## config.mk

```make
export PLATFORM = sky130hd
export DESIGN_NAME = leam_top
export DESIGN_NICKNAME = d
export VERILOG_FILES = /design/src/rtl/leam_mode.v /design/src/rtl/leam_top.v
export VERILOG_INCLUDE_DIRS = /design/src /design/src/rtl
export SDC_FILE = /design/constraint.sdc
export NUM_CORES = 1
export LEC_CHECK = 0
export ABC_AREA = 0
export ABC_CLOCK_PERIOD_IN_PS = 6300
export BUFFER_PORTS_ARGS = -buffer_cell sky130_fd_sc_hd__buf_2
export CAP_MARGIN = 20
export CORE_AREA = 2 2 134 136
export CTS_CLUSTER_DIAMETER = 150
export CTS_CLUSTER_SIZE = 12
export DETAILED_ROUTE_END_ITERATION = 10
export DIE_AREA = 0 0 136 138
export PLACE_DENSITY = 0.77
export SYNTH_ARGS = -nofsm -noshare
export SYNTH_HDL_FRONTEND = slang
export SYNTH_HIERARCHICAL = 1
export SYNTH_SLANG_ARGS = --single-unit
```

## constraint.sdc

```tcl
create_clock -name clk_sys -period 6.3 [get_ports clk_sys]
set_input_delay 0.945 -clock clk_sys [delete_from_list [all_inputs] [get_ports clk_sys]]
set_output_delay 0.945 -clock clk_sys [all_outputs]
set_load 0.02 [all_outputs]
```

## src/rtl/leam_map.vh

```
// constants for the little-endian address modifier
// assumes 32-bit effective addresses and 64-bit double-word memory
`ifndef LEAM_MAP_VH
`define LEAM_MAP_VH
`define LEAM_AW          32
`define LEAM_DW          64
`define LEAM_SZ_W        2
`define LEAM_SZ_1        2'h0
`define LEAM_SZ_2        2'h1
`define LEAM_SZ_4        2'h2
`define LEAM_SZ_8        2'h3
`define LEAM_XOR_8       3'h0
`define LEAM_XOR_4       3'h4
`define LEAM_XOR_2       3'h6
`define LEAM_XOR_1       3'h7
`define LEAM_OP_W        2
`define LEAM_OP_SCALAR   2'h0
`define LEAM_OP_STRING   2'h1
`define LEAM_OP_MULTIPLE 2'h2
`define LEAM_ENDIAN_BIG  1'b0
`define LEAM_ENDIAN_LIT  1'b1
`define LEAM_ST_IDLE     1'b0
`define LEAM_ST_WAIT     1'b1
`endif

```

## src/rtl/leam_mode.v

```verilog
// endian mode state of the machine state word
// assumes exc_take pulses once per exception entry
`timescale 1ns/10ps
`include "leam_map.vh"
module leam_mode (
  input  wire clk_sys,
  input  wire rst,
  input  wire mode_wr,
  input  wire mode_wr_le,
  input  wire mode_wr_ile,
  input  wire exc_take,
  output reg  current_endian_bit_q,
  output reg  exception_endian_bit_q
);
  always @(posedge clk_sys or posedge rst) begin
    if (rst) begin
      current_endian_bit_q   <= `LEAM_ENDIAN_BIG;
      exception_endian_bit_q <= `LEAM_ENDIAN_BIG;
    end else if (exc_take) begin
      current_endian_bit_q <= exception_endian_bit_q;
    end else if (mode_wr) begin
      current_endian_bit_q   <= mode_wr_le;
      exception_endian_bit_q <= mode_wr_ile;
    end
  end
endmodule

```

## src/rtl/leam_top.v

```verilog
// little-endian effective address modifier between load/store unit and memory
// assumes one request at a time, held until mem_ack; memory answers with mem_ack
`timescale 1ns/10ps
`include "leam_map.vh"
module leam_top (
  input  wire                    clk_sys,
  input  wire                    rst,
  input  wire                    mode_wr,
  input  wire                    mode_wr_le,
  input  wire                    mode_wr_ile,
  input  wire                    exc_take,
  output wire                    little_endian_mode_bit,
  output wire                    exception_endian_bit,
  input  wire                    req_valid,
  output wire                    req_ready,
  input  wire                    req_write,
  input  wire [`LEAM_SZ_W-1:0]   req_size,
  input  wire [`LEAM_OP_W-1:0]   req_op,
  input  wire [`LEAM_AW-1:0]     effective_address,
  input  wire [`LEAM_DW-1:0]     req_wdata,
  output reg                     rsp_valid,
  output reg                     rsp_align_exc,
  output reg  [`LEAM_DW-1:0]     rsp_rdata,
  output reg                     mem_valid,
  output reg                     mem_write,
  output reg  [`LEAM_SZ_W-1:0]   mem_size,
  output reg  [`LEAM_AW-1:0]     mem_addr,
  output reg  [`LEAM_DW-1:0]     mem_wdata,
  input  wire                    mem_ack,
  input  wire [`LEAM_DW-1:0]     mem_rdata
);
  ////////////////////////////////////////////////////////////////////////////
  // mode state
  wire le_q;
  leam_mode u_mode (
    .clk_sys                (clk_sys),
    .rst                    (rst),
    .mode_wr                (mode_wr),
    .mode_wr_le             (mode_wr_le),
    .mode_wr_ile            (mode_wr_ile),
    .exc_take               (exc_take),
    .current_endian_bit_q   (le_q),
    .exception_endian_bit_q (exception_endian_bit)
  );
  assign little_endian_mode_bit = le_q;

  ////////////////////////////////////////////////////////////////////////////
  // alignment and address modification
  reg [2:0] low_mask;
  reg [2:0] xor_val;
  always @* begin
    case (req_size)
      `LEAM_SZ_1: begin
        low_mask = 3'h0;
        xor_val  = `LEAM_XOR_1;
      end
      `LEAM_SZ_2: begin
        low_mask = 3'h1;
        xor_val  = `LEAM_XOR_2;
      end
      `LEAM_SZ_4: begin
        low_mask = 3'h3;
        xor_val  = `LEAM_XOR_4;
      end
      default: begin
        low_mask = 3'h7;
        xor_val  = `LEAM_XOR_8;
      end
    endcase
  end

  ////////////////////////////////////////////////////////////////////////////
  // per-lane-bit alignment test and address steering
  localparam LOW_W = 3;

  wire [LOW_W-1:0] mis_bit;
  wire [LOW_W-1:0] mod_low;
  wire             le_mode = (le_q == `LEAM_ENDIAN_LIT);

  genvar gi;
  generate
    for (gi = 0; gi < LOW_W; gi = gi + 1) begin : g_low
      // an address bit under the size mask breaks natural alignment
      assign mis_bit[gi] = effective_address[gi] & low_mask[gi];
      // big-endian mode lets the lane bit through untouched
      assign mod_low[gi] = le_mode ?
                           (effective_address[gi] ^ xor_val[gi]) :
                           effective_address[gi];
    end
  endgenerate

  ////////////////////////////////////////////////////////////////////////////
  // exception classification
  wire misaligned = |mis_bit;
  wire op_string  = (req_op == `LEAM_OP_STRING);
  wire op_multi   = (req_op == `LEAM_OP_MULTIPLE);
  wire exc_now    = le_mode &&
                    (misaligned ||
                     op_string ||
                     op_multi);
  wire [`LEAM_AW-1:0] mod_addr = {effective_address[`LEAM_AW-1:LOW_W], mod_low};

  ////////////////////////////////////////////////////////////////////////////
  // request sequencing
  localparam ST_IDLE = 1'b0;
  localparam ST_WAIT = 1'b1;

  reg                  st_q;
  reg                  st_d;
  reg                  rsp_valid_d;
  reg                  rsp_align_exc_d;
  reg [`LEAM_DW-1:0]   rsp_rdata_d;
  reg                  mem_valid_d;
  reg                  mem_write_d;
  reg [`LEAM_SZ_W-1:0] mem_size_d;
  reg [`LEAM_AW-1:0]   mem_addr_d;
  reg [`LEAM_DW-1:0]   mem_wdata_d;

  // no new request while memory owes an answer or while the answer is shown
  assign req_ready = (st_q == ST_IDLE) && !rsp_valid;

  wire take = req_valid && req_ready;

  always @* begin
    st_d            = st_q;
    rsp_valid_d     = 1'b0;
    rsp_align_exc_d = rsp_align_exc;
    rsp_rdata_d     = rsp_rdata;
    mem_valid_d     = mem_valid;
    mem_write_d     = mem_write;
    mem_size_d      = mem_size;
    mem_addr_d      = mem_addr;
    mem_wdata_d     = mem_wdata;
    case (st_q)
      ST_IDLE: begin
        if (take) begin
          if (exc_now) begin
            // answered at once, nothing is sent on to memory
            rsp_valid_d     = 1'b1;
            rsp_align_exc_d = 1'b1;
          end else begin
            mem_valid_d = 1'b1;
            mem_write_d = req_write;
            mem_size_d  = req_size;
            mem_addr_d  = mod_addr;
            mem_wdata_d = req_wdata;
            st_d        = ST_WAIT;
          end
        end
      end
      ST_WAIT: begin
        if (mem_ack) begin
          mem_valid_d     = 1'b0;
          rsp_valid_d     = 1'b1;
          rsp_align_exc_d = 1'b0;
          rsp_rdata_d     = mem_rdata;
          st_d            = ST_IDLE;
        end
      end
      default: begin
        st_d        = ST_IDLE;
        mem_valid_d = 1'b0;
      end
    endcase
  end

  ////////////////////////////////////////////////////////////////////////////
  // state and handshake registers
  always @(posedge clk_sys or posedge rst) begin
    if (rst) begin
      st_q      <= ST_IDLE;
      rsp_valid <= 1'b0;
      mem_valid <= 1'b0;
    end else begin
      st_q      <= st_d;
      rsp_valid <= rsp_valid_d;
      mem_valid <= mem_valid_d;
    end
  end

  ////////////////////////////////////////////////////////////////////////////
  // memory request registers
  always @(posedge clk_sys or posedge rst) begin
    if (rst) begin
      mem_write <= 1'b0;
      mem_size  <= `LEAM_SZ_1;
      mem_addr  <= 32'h00000000;
      mem_wdata <= 64'h0000000000000000;
    end else begin
      mem_write <= mem_write_d;
      mem_size  <= mem_size_d;
      mem_addr  <= mem_addr_d;
      mem_wdata <= mem_wdata_d;
    end
  end

  ////////////////////////////////////////////////////////////////////////////
  // response registers
  always @(posedge clk_sys or posedge rst) begin
    if (rst) begin
      rsp_align_exc <= 1'b0;
      rsp_rdata     <= 64'h0000000000000000;
    end else begin
      rsp_align_exc <= rsp_align_exc_d;
      rsp_rdata     <= rsp_rdata_d;
    end
  end
endmodule

```

==> summary.md, run 1 <==
| Metric | Value |
|---|---|
| Outcome | `finished, final reports clean` |
| Slew margin rel. | `38.6%` |
| Hold Vio Cnt, Final | `0` |
| Vias in the first global route | `4,827` |
| Max FO, Critical Path | `93` |
| Final Max Slew Viols | `0` |
| Final core utilization | `52.9%` |
| Area Growth Syn to Fin | `34.3%` |
| Cts repair resizes | `0` |
| CTS tree | `yes` |
| Number of max-cap violations | `0` |
| Crit Path Class | `input port to flip-flop` |
| Core footprint | `17,500 µm²` |
| GRT Total Usage | `17.7%` |
| Cell type with the highest aggregate area in the netlist | `dfrtp_1` |
| HP Class | `input port to async pin` |
| Initial DRC Count | `185` |
| Height of the die | `138 µm` |
| Cell variety after synth | `25` |
| Nets | `904` |
| Initial antenna violation count | `3` |
| Pwr/cell area | `561 nW/µm²` |
| WL per Instance | `17.2 µm` |
| Hold buffer count at CTS | `0` |
| Gr ovfl total | `0` |
| Fmax | `0.325 GHz` |
| WP data required | `6.59 ns` |
| Commonest non-fill, non-tap cell in the layout | `buf_2` |
| Placed wire-length estimate | `12,100 µm` |
| Mean post-synth cell area | `18.0 µm²` |
| Clk_lat worst skew | `0.41 ns` |
| Syn Inst Count | `385` |
| Cells after DPL | `940` |
| Setup WS pre-CTS | `2.80 ns` |
| Input/output buffers | `341` |
| Tot Pwr | `5.21 mW` |
| DIE WIDTH | `136 µm` |
| CTS sink cnt | `169` |
| Most frequent cells in the layout | `buf_2, dfrtp_1, mux2_4, mux2_2, clkbuf_16` |
| Rows | `49` |
| Root Driver | `clkbuf_16` |
| Via count | `4,483` |
| Clock buffer depth | `2` |
| Final min period | `3.07 ns` |
| Setup violators final | `0` |
| Post-route DRC violation count | `0` |
| Total Wirelength | `16,700 µm` |
| Non-Filler Instances | `975` |
| Final Cycle Share | `48.8%` |
| CP Capture Type | `flip-flop` |
| RSZ-0062 raised after global routing | `no` |
| Initial core utilization | `39.4%` |
| Filler Cells Inserted | `1,512` |
| Worst setup margin | `3.23 ns` |
| Post-synth top area share | `61.2%` |
| DRT Pass-1 Iters | `6` |
| Register bit total from synthesis | `169` |
| ANT nets after route | `0` |
| Post-Syn Area | `6910 µm²` |
| Max H-tree Level | `4` |
| Synthesis Warnings | `6` |
| CTS buffer count | `17` |
| Post-CTS Setup Repair Bufs | `0` |
| Lkg Pwr | `4.74 nW` |
| Die footprint | `18,800 µm²` |
| Worst-path clk slew | `0.07 ns` |
| Worst EP arrival | `3.37 ns` |
| Critical path launch point type | `input port` |
| Vias/cell | `4.60` |
| Share of cells above drive strength 1 | `73.2%` |
| Synth Net Count | `559` |
| First-pass GRT wire length | `25,700 µm` |
| Clk_skew | `0.00877 ns` |
| Worst vdd ir | `262 µV` |
| Routability cong. | `0.773` |
| Top cells by area, synth | `dfrtp_1, mux2_4, mux2_2, buf_12, nand2_1` |
| # IOs | `342` |
| Seq/Total Area, Yosys | `61.2%` |
| Largest net degree at the start of global routing | `103` |
| Total negative setup slack | `0 ns` |
| Worst-Margin Slew | `0.921 ns` |
## path summary, 6_finish.rpt
path	from	end	slack, ns	cells past startpoint
max in group asynchronous	rst	mem_addr[26]	4.16	3
worst max-delay path	req_size[1]	mem_wdata[32]	3.23	8
worst min register to register	rsp_align_exc	rsp_align_exc	0.48	2
min in group clk_sys	rsp_align_exc	rsp_align_exc	0.48	2
worst min-delay path	rst	u_mode/exception_endian_bit_q	0.41	2
worst max register to register	st_q	mem_wdata[32]	3.64	4
## metal layers
metal | wire (µm) | vias up | global-route usage [%]
li1 | - | 2049 | -
met1 | 6570 | 2213 | 20.6
met2 | 8540 | 200 | 30.2
met3 | 1260 | 21 | 5.94
met4 | 360 | 0 | 6.58
met5 | 0 | - | 0
## cell usage after synthesis
cell / count
or3b_4: 1
xnor2_1: 2
ha_1: 1
a21o_2: 1
buf_12: 11
nor2b_4: 1
buf_2: 3
a211oi_2: 1
mux2_4: 99
clkbuf_1: 4
a21o_1: 1
a22oi_1: 1
o2111ai_1: 1
o21ai_0: 5
and2_1: 1
mux2_2: 64
inv_1: 4
nand2b_1: 1
a21oi_1: 2
mux2i_1: 2
o21a_1: 1
nand2_1: 7
dfrtp_1: 169
nor2_1: 1
nor4_1: 1
## kinds of logic after synthesis
| logic type | share of synthesized area, % |
|---|---|
| muxes | 32.2 |
| buffers and inverters | 3.84 |
| AOI/OAI and AO/OA | 1.27 |
| adders and majority gates | 0.181 |
| and+or+nand+nor | 1.07 |
| xor gates and xnor gates | 0.253 |
| DFF | 61.2 |
## report_power, final
part | internal [mW] | switching [mW] | total (mW)
clock | 0.536 | 0.472 | 1.01
combinational | 1.05 | 1.22 | 2.27
sequential | 1.63 | 0.302 | 1.93
total | 3.21 | 2.00 | 5.21
## metrics by stage
| stage | hold slack [ns] | instance area [µm²] |
|---|---|---|
| floorplan | 0.503 | 6910 |
| global placement | 0.464 | 8710 |
| detailed placement | 0.463 | 8710 |
| CTS | 0.387 | 9280 |
| global route | 0.390 | 9280 |
| finish | 0.409 | 9280 |
## critical path, stage by stage
cell	delay (ns)
buf_2	0.13
and2_1	0.16
ha_1	0.17
a21oi_1	0.20
a21oi_1	0.14
a211oi_4	0.55
buf_12	0.57
mux2_4	0.36
## flip-flops by register name, indices dropped and copies added, names as in the netlist
| name | cells |
|---|---|
| mem_size | 2 |
| mem_write | 1 |
| rsp_align_exc | 1 |
| mem_valid | 1 |
| mem_addr | 32 |
| rsp_valid | 1 |
| st_q | 1 |
| rsp_rdata | 64 |
| u_mode/current_endian_bit_q | 1 |
| mem_wdata | 64 |
| u_mode/exception_endian_bit_q | 1 |
## cell type report
type,count,area [µm²],share of cell area (%)
clock buffer,19,443,4.77
multi-input combinational,194,2430,26.2
clock inverter,13,128,1.37
timing repair buffer,344,1740,18.8
sequential,169,4230,45.6
antenna,3,7.51,0.0809
inverter,4,20.0,0.216
tap,229,287,3.09
Power figures use the tool's default switching activity.
==> run 2: changes to the inputs <==
--- a/config.mk
+++ b/config.mk
@@ -7,15 +7,15 @@
 export NUM_CORES = 1
 export LEC_CHECK = 0
 export ABC_AREA = 0
-export ABC_CLOCK_PERIOD_IN_PS = 6300
+export ABC_CLOCK_PERIOD_IN_PS = 2500
 export BUFFER_PORTS_ARGS = -buffer_cell sky130_fd_sc_hd__buf_2
 export CAP_MARGIN = 20
-export CORE_AREA = 2 2 134 136
+export CORE_ASPECT_RATIO = 0.7
+export CORE_UTILIZATION = 42
 export CTS_CLUSTER_DIAMETER = 150
 export CTS_CLUSTER_SIZE = 12
 export DETAILED_ROUTE_END_ITERATION = 10
-export DIE_AREA = 0 0 136 138
-export PLACE_DENSITY = 0.77
+export PLACE_DENSITY = 0.83
 export SYNTH_ARGS = -nofsm -noshare
 export SYNTH_HDL_FRONTEND = slang
 export SYNTH_HIERARCHICAL = 1
==> constraint.sdc (replaced) <==
create_clock -name clk_sys -period 2.5 [get_ports clk_sys]
set_input_delay 0.375 -clock clk_sys [delete_from_list [all_inputs] [get_ports clk_sys]]
set_output_delay 0.375 -clock clk_sys [all_outputs]
set_load 0.02 [all_outputs]
==> run 2 against run 1 <==
Clock-buffer cell count is 1 lower. Setup slack worse by 2.8 ns. Critical endpoint is now mem_wdata[16]. Via count is 0.58% higher. Routed wire length is 3.1% lower. Cell count is 0.51% higher. Highest routed layer unchanged. Clock power grew to 2.5 times the previous value.
==> summary.md, run 2 (synthesis results as in run 1) <==
| Metric | Value |
|---|---|
| Outcome | `finished, final reports clean (unchanged)` |
| CTS tree | `yes (unchanged)` |
| First-pass GRT wire length | `24,700 µm (was 25,700 µm)` |
| Slew margin rel. | `47.2% (was 38.6%)` |
| Total Wirelength | `16,200 µm (was 16,700 µm)` |
| Leading registers by flop count | `mem_wdata x64, rsp_rdata x64, mem_addr x32 (unchanged)` |
| DIE WIDTH | `155 µm (was 136 µm)` |
| Max H-tree Level | `4 (unchanged)` |
| Height of the die | `109 µm (was 138 µm)` |
| Final min period | `2.07 ns` |
| # IOs | `342 (unchanged)` |
| Placed wire-length estimate | `12,200 µm (was 12,100 µm)` |
| Lkg Pwr | `4.85 nW (was 4.74 nW)` |
| Area Growth Syn to Fin | `37.7% (was 34.3%)` |
| Vias in the first global route | `4,770 (was 4,827)` |
| Rows | `38 (was 49)` |
| Cts repair resizes | `0 (unchanged)` |
| Initial core utilization | `43.8% (was 39.4%)` |
| GRT Total Usage | `19.1% (was 17.7%)` |
| Core footprint | `15,800 µm² (was 17,500 µm²)` |
| Clk_skew | `0.00685 ns (was 0.00877 ns)` |
| HP Class | `input port to flip-flop (was input port to async pin)` |
| Routability cong. | `0.733 (was 0.773)` |
| Largest net degree at the start of global routing | `68 (was 103)` |
| Clock buffer depth | `2 (unchanged)` |
| Vias/cell | `4.60 (about the same)` |
| WP data required | `2.79 ns (was 6.59 ns)` |
| Diode count | `0 (was 3)` |
| CTS sink cnt | `169 (unchanged)` |
| CP Capture Type | `flip-flop (unchanged)` |
| Non-Filler Instances | `980 (was 975)` |
| Clk_lat worst skew | `0.41 ns (about the same)` |
| Post-route DRC violation count | `0 (unchanged)` |
| Hold Vio Cnt, Final | `0 (unchanged)` |
| Share of cells above drive strength 1 | `73.7% (was 73.2%)` |
| Commonest non-fill, non-tap cell in the layout | `buf_2 (unchanged)` |
| Gr ovfl total | `0 (unchanged)` |
| Worst-path clk slew | `0.07 ns (about the same)` |
| Cells after DPL | `948 (was 940)` |
| Input/output buffers | `341 (unchanged)` |
| Max FO, Critical Path | `20 (was 93)` |
| ANT nets after route | `0 (unchanged)` |
| WL per Instance | `16.5 µm (was 17.2 µm)` |
| Root Driver | `clkbuf_16 (unchanged)` |
| Final Cycle Share | `82.7%` |
| Pwr/cell area | `1390 nW/µm² (was 561 nW/µm²)` |
| CTS buffer count | `17 (unchanged)` |
| Worst EP arrival | `2.36 ns (was 3.37 ns)` |
| Initial antenna violation count | `0 (was 3)` |
| Crit Path Class | `flip-flop to flip-flop (was input port to flip-flop)` |
| Die footprint | `17,000 µm² (was 18,800 µm²)` |
| Initial DRC Count | `167 (was 185)` |
| Fmax | `0.483 GHz` |
| Number of max-cap violations | `0 (unchanged)` |
| Setup violators final | `0 (unchanged)` |
| Final Max Slew Viols | `0 (unchanged)` |
| Via count | `4,509 (was 4,483)` |
| Worst-Margin Slew | `0.791 ns (was 0.921 ns)` |
| Most frequent cells in the layout | `buf_2, dfrtp_1, mux2_4, mux2_2, clkbuf_16 (unchanged)` |
| Nets | `922 (was 904)` |
| DRT Pass-1 Iters | `4 (was 6)` |
| RSZ-0062 raised after global routing | `no (unchanged)` |
| Worst vdd ir | `857 µV (was 262 µV)` |
| Critical path launch point type | `flip-flop (was input port)` |
| Total negative setup slack | `0 ns (unchanged)` |
-- run 2: repair_timing --
item / CTS / global route
hold buffers: 1 / 0
endpoints found under the hold margin: 2 / 0
setup endpoints to repair: 0 / 0
buffers inserted: 0 / 0
-- run 2: path summary, 6_finish.rpt --
path	start	to	slack, ns	depth (start not counted)
min	mem_rdata[28]	rsp_rdata[28]	0.18	2
min in group asynchronous	rst	u_mode/exception_endian_bit_q	0.40	3
max in group asynchronous	rst	rsp_rdata[6]	1.16	4
min reg2reg	mem_valid	mem_valid	0.49	1
max reg2reg	st_q	mem_wdata[16]	0.43	5
max	st_q	mem_wdata[16]	0.43	5
-- run 2: layout make-up --
class,instances,area (µm²)
clock buffers,18,429
clock inverters,13,145
fillers,1241,6270
inverters,4,18.8
multi-input cells,194,2430
flip-flops and latches,169,4230
well taps,220,275
repair buffers,362,1990
-- run 2: metrics by stage --
stage	utilization (%)	cell area, µm²	hold WS, ns	power, mW	setup slack [ns]
5_1_grt	60.3	9520	0.155	13.9	0.399
4_1_cts	60.3	9520	0.161	13.4	0.428
3_3_place_gp	56.6	8930	0.260	10.6	0.234
2_1_floorplan	-	6920	0.116	8.75	-0.00175
6_report	60.3	9520	0.185	13.2	0.431
3_5_place_dp	56.6	8930	0.261	10.8	0.198
-- run 2: power by group --
part / switching [mW] / total [mW] / internal (mW)
sequential: 0.765 / 4.88 / 4.11
combinational: 3.10 / 5.82 / 2.72
clock: 1.07 / 2.55 / 1.48
total: 4.94 / 13.2 / 8.31
-- run 2: layer usage --
| layer | global-route usage [%] | wire (µm) | vias up |
|---|---|---|---|
| met3 | 7.02 | 1210 | 14 |
| li1 | - | - | 2071 |
| met1 | 23.1 | 6650 | 2240 |
| met5 | 0 | 0 | - |
| met4 | 5.74 | 163 | 0 |
| met2 | 32.1 | 8190 | 184 |
-- run 2: worst max-delay path, stage by stage (launching register included) --
cell      delay [ns]
dfrtp_1         0.42
or3b_4          0.43
a211oi_4        0.29
buf_12          0.25
buf_12          0.21
mux2_4          0.32
